`src/logic/pss_pkg.sv`:
```
package pss_pkg;
	// ----------------------------------------------------------------
	// timing
	// ----------------------------------------------------------------
	localparam int CLK_HZ          = 40_000_000;
	localparam int TICK_HZ         = 1_000;
	localparam int PRESCALE        = CLK_HZ / TICK_HZ;
	localparam int RESET_HOLD_MS   = 50;
	localparam int DOMAIN_STEP_MS  = 2;
	localparam int SETTLE_MS       = 5;
	localparam int SYNC_STAGES     = 2;

	// ----------------------------------------------------------------
	// reset values
	// ----------------------------------------------------------------
	localparam logic RST_OUT_N_RESET  = 1'b0;
	localparam logic BATT_FLT_N_RESET = 1'b0;

	// ----------------------------------------------------------------
	// sequencer states
	// ----------------------------------------------------------------
	typedef enum logic [1:0]
	{
		PSS_HOLD    = 2'b00,
		PSS_RUN     = 2'b01
	} pss_state_t;
endpackage : pss_pkg

```
`src/logic/pss_sync.sv`:
```
`timescale 1ns/1ps
module pss_sync
	import pss_pkg::*;
#(
	parameter int WIDTH = 3
)
(
	// clock and reset
	input  wire logic             clk_sys,
	input  wire logic             srst,
	// raw levels and synchronised levels
	input  wire logic [WIDTH-1:0] raw,
	output logic      [WIDTH-1:0] synced
);
	// ----------------------------------------------------------------
	// two-stage synchroniser; first stage only feeds the second
	// ----------------------------------------------------------------
	typedef struct packed
	{
		logic [WIDTH-1:0] meta;
		logic [WIDTH-1:0] sync;
	} pss_sync_state_t;

	pss_sync_state_t state;
	pss_sync_state_t next_state;

	initial
	begin
		if (WIDTH < 1)
			$error("pss_sync: WIDTH must be at least 1");
	end

	always_comb
	begin
		next_state      = state;
		next_state.meta = raw;
		next_state.sync = state.meta;
	end

	// reset input idles high, so ones avoid a false request; enables read high are ignored while reset holds
	always_ff @(posedge clk_sys)
	begin
		if (srst)
			state <= '1;
		else
			state <= next_state;
	end

	assign synced = state.sync;
endmodule : pss_sync

```
`src/logic/pss_sequencer.sv`:
```
`timescale 1ns/1ps
module pss_sequencer
	import pss_pkg::*;
#(
	parameter int PRESCALE_DIV = PRESCALE,
	parameter int HOLD_MS      = RESET_HOLD_MS,
	parameter int HV_DOMAINS   = 4,
	parameter int LV_DOMAINS   = 3,
	parameter int STEP_MS      = DOMAIN_STEP_MS,
	parameter int SETTLE_TIME  = SETTLE_MS
)
(
	// clock and reset (srst models the backup supply becoming valid)
	input  wire logic                  clk_sys,
	input  wire logic                  srst,
	// processor side pins
	input  wire logic                  reset_in_n,
	input  wire logic                  high_voltage_enable,
	input  wire logic                  low_voltage_enable,
	input  wire logic                  low_voltage_enable_serial,
	output logic                       reset_out_n,
	// battery monitor
	input  wire logic                  battery_above_threshold,
	output logic                       battery_fault_n,
	// domain options and controls
	input  wire logic                  delay_option,
	output logic                       backup_clock_regulator,
	output logic                       first_linear_regulator,
	output logic [HV_DOMAINS-1:0]      hv_domain_on,
	output logic [LV_DOMAINS-1:0]      lv_domain_on,
	// per-domain good flags for the serial interface
	output logic [HV_DOMAINS-1:0]      hv_domain_good,
	output logic [LV_DOMAINS-1:0]      lv_domain_good
);
	localparam int TICK_W = $clog2(PRESCALE_DIV + 1);
	localparam int MS_W   = 8;

	// ----------------------------------------------------------------
	// state
	// ----------------------------------------------------------------
	typedef struct packed
	{
		pss_state_t            mode;
		logic [TICK_W-1:0]     prescale;
		logic                  tick;
		logic [MS_W-1:0]       hold_ms;
		logic [MS_W-1:0]       hv_ms;
		logic [MS_W-1:0]       lv_ms;
		logic                  rst_out_n;
		logic                  batt_n;
		logic [HV_DOMAINS-1:0] hv_on;
		logic [LV_DOMAINS-1:0] lv_on;
	} pss_seq_state_t;

	pss_seq_state_t state;
	pss_seq_state_t next_state;
	logic [2:0]     pins;
	logic           rin_n;
	logic           hv_en;
	logic           lv_en;

	initial
	begin
		if (PRESCALE_DIV < 2 || HOLD_MS < 1 || HOLD_MS > 255 || HV_DOMAINS < 1 || LV_DOMAINS < 1)
			$error("pss_sequencer: parameter out of range");
		if (STEP_MS * HV_DOMAINS + SETTLE_TIME > 255)
			$error("pss_sequencer: stagger too long for counter");
	end

	// ----------------------------------------------------------------
	// input synchronisers
	// ----------------------------------------------------------------
	pss_sync #(.WIDTH(3)) u_sync
	(
		.clk_sys (clk_sys),
		.srst    (srst),
		.raw     ({reset_in_n, high_voltage_enable, low_voltage_enable}),
		.synced  (pins)
	);

	assign rin_n = pins[2];
	assign hv_en = pins[1];
	assign lv_en = pins[0] | low_voltage_enable_serial;

	function automatic logic [MS_W-1:0] sat_inc(input logic [MS_W-1:0] v, input logic t);
		sat_inc = (t && v != '1) ? v + 8'h01 : v;
	endfunction : sat_inc

	// ----------------------------------------------------------------
	// next state
	// ----------------------------------------------------------------
	always_comb
	begin
		next_state      = state;
		next_state.tick = 1'b0;
		// millisecond tick; a low-rate enable, not a clock
		if (state.prescale == TICK_W'(PRESCALE_DIV - 1))
		begin
			next_state.prescale = '0;
			next_state.tick     = 1'b1;
		end
		else
			next_state.prescale = state.prescale + 1'b1;

		next_state.batt_n = battery_above_threshold;

		case (state.mode)
			PSS_HOLD:
			begin
				next_state.rst_out_n = 1'b0;
				next_state.hv_on     = '0;
				next_state.lv_on     = '0;
				next_state.hold_ms   = sat_inc(state.hold_ms, state.tick);
				// counting from the first whole tick gives at least HOLD_MS
				if (rin_n && state.hold_ms >= MS_W'(HOLD_MS + 1))
				begin
					next_state.mode      = PSS_RUN;
					next_state.rst_out_n = 1'b1;
				end
			end
			PSS_RUN:
			begin
				// high-voltage domains: first linear regulator first, rest staggered
				if (hv_en)
				begin
					next_state.hv_ms = sat_inc(state.hv_ms, state.tick);
					for (int i = 0; i < HV_DOMAINS; i++)
						next_state.hv_on[i] = (i == 0) || !delay_option ||
							(state.hv_ms >= MS_W'(STEP_MS * i));
				end
				else
				begin
					next_state.hv_ms = '0;
					next_state.hv_on = '0;
				end
				if (lv_en)
				begin
					next_state.lv_ms = sat_inc(state.lv_ms, state.tick);
					next_state.lv_on = '1;
				end
				else
				begin
					next_state.lv_ms = '0;
					next_state.lv_on = '0;
				end
			end
			default:
				next_state.mode = PSS_HOLD;
		endcase

		// a reset request restarts the whole bring-up, supplies dropped
		if (!rin_n)
		begin
			next_state.mode      = PSS_HOLD;
			next_state.rst_out_n = 1'b0;
			next_state.hold_ms   = '0;
			next_state.hv_on     = '0;
			next_state.lv_on     = '0;
			next_state.hv_ms     = '0;
			next_state.lv_ms     = '0;
		end
	end

	always_ff @(posedge clk_sys)
	begin
		if (srst)
		begin
			state           <= '0;
			state.mode      <= PSS_HOLD;
			state.rst_out_n <= RST_OUT_N_RESET;
			state.batt_n    <= BATT_FLT_N_RESET;
		end
		else
			state <= next_state;
	end

	// ----------------------------------------------------------------
	// outputs
	// ----------------------------------------------------------------
	assign reset_out_n            = state.rst_out_n;
	assign battery_fault_n        = state.batt_n;
	assign backup_clock_regulator = 1'b1;
	assign first_linear_regulator = state.hv_on[0];
	assign hv_domain_on           = state.hv_on;
	assign lv_domain_on           = state.lv_on;

	// good only after a settle time; reading during ramp shows not good
	always_comb
	begin
		for (int i = 0; i < HV_DOMAINS; i++)
			hv_domain_good[i] = state.hv_on[i] &&
				(state.hv_ms >= MS_W'(SETTLE_TIME + (delay_option ? STEP_MS * i : 0)));
		for (int j = 0; j < LV_DOMAINS; j++)
			lv_domain_good[j] = state.lv_on[j] && (state.lv_ms >= MS_W'(SETTLE_TIME));
	end

	// ----------------------------------------------------------------
	// checks
	// ----------------------------------------------------------------
	int unsigned low_cycles;
	always_ff @(posedge clk_sys)
	begin
		if (srst || state.rst_out_n)
			low_cycles <= 0;
		else
			low_cycles <= low_cycles + 1;
	end
endmodule : pss_sequencer

```
`config.mk`:
```
export PLATFORM = sky130hd
export DESIGN_NAME = pss_sequencer
export DESIGN_NICKNAME = d
export VERILOG_FILES = /design/src/logic/pss_pkg.sv /design/src/logic/pss_sync.sv /design/src/logic/pss_sequencer.sv
export SDC_FILE = /design/constraint.sdc
export NUM_CORES = 1
export LEC_CHECK = 0
export BUFFER_PORTS_ARGS = -buffer_cell sky130_fd_sc_hd__clkbuf_2
export CAP_MARGIN = 20
export CELL_PAD_IN_SITES_DETAIL_PLACEMENT = 1
export CELL_PAD_IN_SITES_GLOBAL_PLACEMENT = 2
export CORE_MARGIN = 1.5
export CORE_UTILIZATION = 35
export CTS_BUF_LIST = sky130_fd_sc_hd__clkbuf_8
export DETAILED_ROUTE_END_ITERATION = 10
export PLACE_DENSITY = 0.78
export SYNTH_ARGS = -nofsm -noshare
export SYNTH_HDL_FRONTEND = slang
export SYNTH_SLANG_ARGS = --single-unit
```
`constraint.sdc`:
```
create_clock -name clk_sys -period 2.08 [get_ports clk_sys]
set_input_delay 0 -clock clk_sys [delete_from_list [all_inputs] [get_ports clk_sys]]
set_output_delay 0 -clock clk_sys [all_outputs]
set_load 0.03 [all_outputs]
```
==> qor.csv <==
metric,value,unit
yosys.area.top_type,dfxtp_1,
synth_ff_type,dfxtp_1,
fin_util,0.4086,
setup_ws,0.2392,ns
synth_area,2693,µm²
synth_commonest_cells,"dfxtp_1, nor2_1, nand2_1",
layout_min_cycle_time,1.841,ns
clockRootBuffer,clkbuf_8,
required,2.28,ns
viasPerCell,5.167,
first_pass_iters,4,
cts_resized,0,
cpMaxStageDelayCell,dfxtp_1,
drt_iter0_drc,59,
max_freq,0.5432,GHz
ir_drop,0.3932,mV
ys_types,56,
postCtsSetupRepairBufs,0,
worst_pin_slew,0.5631,ns
synth.ff_latch_count,55,
fin_setup_tns,0,ns
synth_warnings,0,
drc,0,
final-setup-viol-count,0,
cp_cell_sequence,ha_1 > nand4_1 > o21ai_0 > nor4_1 > a211o_1,
die_area,8228,µm²
hpwl,4182,µm
grt_pass1_wl,10320,µm
yosysSeqAreaShare,0.4089,
area_delta_synth_final,11.25,%
dp_cells,419,
cp_num_buf_inv,0,
switchingPower,406.2,µW
hold_path_class,in2reg,
pre_cts_ws,0.3163,ns
synth_enable_flop_cells,0,
first_global_vias,2273,
outcome,"finished, final reports clean",
synthMostInstantiatedCell,dfxtp_1,
clk_latency,0.30,ns
start_kind,register,
crit_arrival,2.04,ns
hold_buffers,5,
via_count,2232,
clk_pin_slew,0.10,ns
power_frac_comb,0.042,
dieHeight,90.71,µm
ant_nets,0,
cts_tree,built,
synthArstFlopShare,0,
wl_per_cell,13.18,µm
crit_type,reg2reg,
core-area,7331,µm²
syn_avg_cell_area,8.658,µm²
netSwitchingFraction,0.2250,
die_w,90.71,µm
drv_cap,0,
cp-end-kind,register,
grt-ovfl-total,0,
yosysTopAreaCellShare,0.4089,
diodes,0,
fin_skew,0.006309,ns
cp_top_family,compound AO/OA/AOI/OAI gates,
place.gp.congestion,0.7476,
cts_htree_levels,2,
power.density,602.7,nW/µm²
grt_use_total,0.1505,
cts_buffers,5,
layout-drive-gt1-share,0.1441,
grt_max_degree,17,
synthTopCellsByArea,"dfxtp_1, ha_1, xnor2_1, nor2_1, nand3_1",
rsz0062_at_grt,no,
start_util,0.3673,
io_pins,26,
slew_viol_final,0,
routed_wl,5694,µm
hold_viol_final,0,
synth_nets,331,
synthCells,311,
slew_headroom,0.6232,
internal_power,1399,µW
crit_fanout,9,
layout.nets,352,
pwr-share-seq,0.594,
rows,31,
fin_crit_sh,0.8850,
cpPeakStageDelay,0.51,ns
fin_cells,432,
pwr-share-clk,0.364,
placement.io_buffers,24,
cts_sinks,55,
power.leakage,0.001132,µW
clk_path_buf_depth,2,
antenna_found_initial,0,
-- registers in the layout, summed over array words and instances, names as in the netlist --
name and cells:
reset_out_n 1, u_sync.next_state 3, battery_fault_n 1, u_sync.synced 3, hv_domain_on 4, state 42, lv_domain_on 1
-- through the flow --
step	area (µm²)	power (µW)	hold WS, ns
final	2995	1805	0.01837
after global routing	2995	1891	0.03950
after CTS	2995	1836	0.02652
after detailed placement	2841	1168	0.1857
after global placement	2841	1166	0.1823
after floorplan	2693	1144	0.1038
-- cells in the final DEF (no fill, tap or decap), drive strengths merged, types with 2 or more instances in the layout --
master	Yosys	final
o31ai	2	2
nor3	9	9
a211o	2	2
dlygate4sd3	0	5
o211ai	5	5
or4	3	3
a21o	3	3
nor2	27	27
nand2b	3	3
or2	7	7
clkbuf	5	31
xor2	2	2
nand4	8	8
inv	17	17
and3b	2	2
nor4	10	10
and2	2	2
nor2b	5	5
xnor2	13	13
a21oi	11	11
nand2	22	22
o21ai	9	9
o41ai	2	2
ha	12	12
a31oi	9	9
nand3	21	21
dfxtp	55	55
or3	3	3
a21boi	3	3
buf	13	3
and3	7	7
-- path summary, 6_finish.rpt --
check | cells after the start | from | end | slack [ns]
setup / recovery | 5 | state[18] | state[22] | 0.24
setup reg to reg | 5 | state[18] | state[22] | 0.24
hold / removal | 2 | srst | battery_fault_n | 0.02
hold reg to reg | 1 | u_sync.next_state[0] | u_sync.synced[0] | 0.42
-- per-layer routing --
layer | part of all wire | track usage | vias to the layer above
li1 | - | - | 1141
met1 | 0.50 | 0.2009 | 1064
met2 | 0.47 | 0.2494 | 22
met3 | 0.019 | 0.02525 | 5
met4 | 0.011 | 0.03968 | 0
met5 | 0 | 0 | -
-- kinds of logic after synthesis --
logic type / after synthesis / synth area share
mux: 1 / 0.003718
other cells: 1 / 0.001393
flops: 55 / 0.4089
xor+xnor: 15 / 0.04879
fa+ha+maj: 12 / 0.05576
simple gates: 136 / 0.2691
buf+inv: 35 / 0.06738
compound gates: 56 / 0.1450
-- power by group through the flow --
stage | combinational, µW | sequential, µW | clock [µW]
6_report | 76.4 | 1070 | 657
5_1_grt | 85.8 | 1080 | 730
4_1_cts | 78.7 | 1070 | 684
3_5_place_dp | 71.0 | 1100 | 0
3_3_place_gp | 69.7 | 1100 | 0
2_1_floorplan | 47.1 | 1100 | 0
-- area by class of cell --
cell class	instances	area [µm²]
tap	99	123.9
clock buffer	7	96.34
sequential	55	1101
multi-input combinational	221	1410
timing repair buffer	32	192.7
fill	885	4335
inverter	17	63.81
clock inverter	1	7.507
-- worst reg2reg max path, cell delays in order, from the launching register on --
cell,delay [ns]
dfxtp_1,0.51
ha_1,0.29
nand4_1,0.16
o21ai_0,0.40
nor4_1,0.11
a211o_1,0.27
Note: power is estimated with default switching activity, not from simulation.
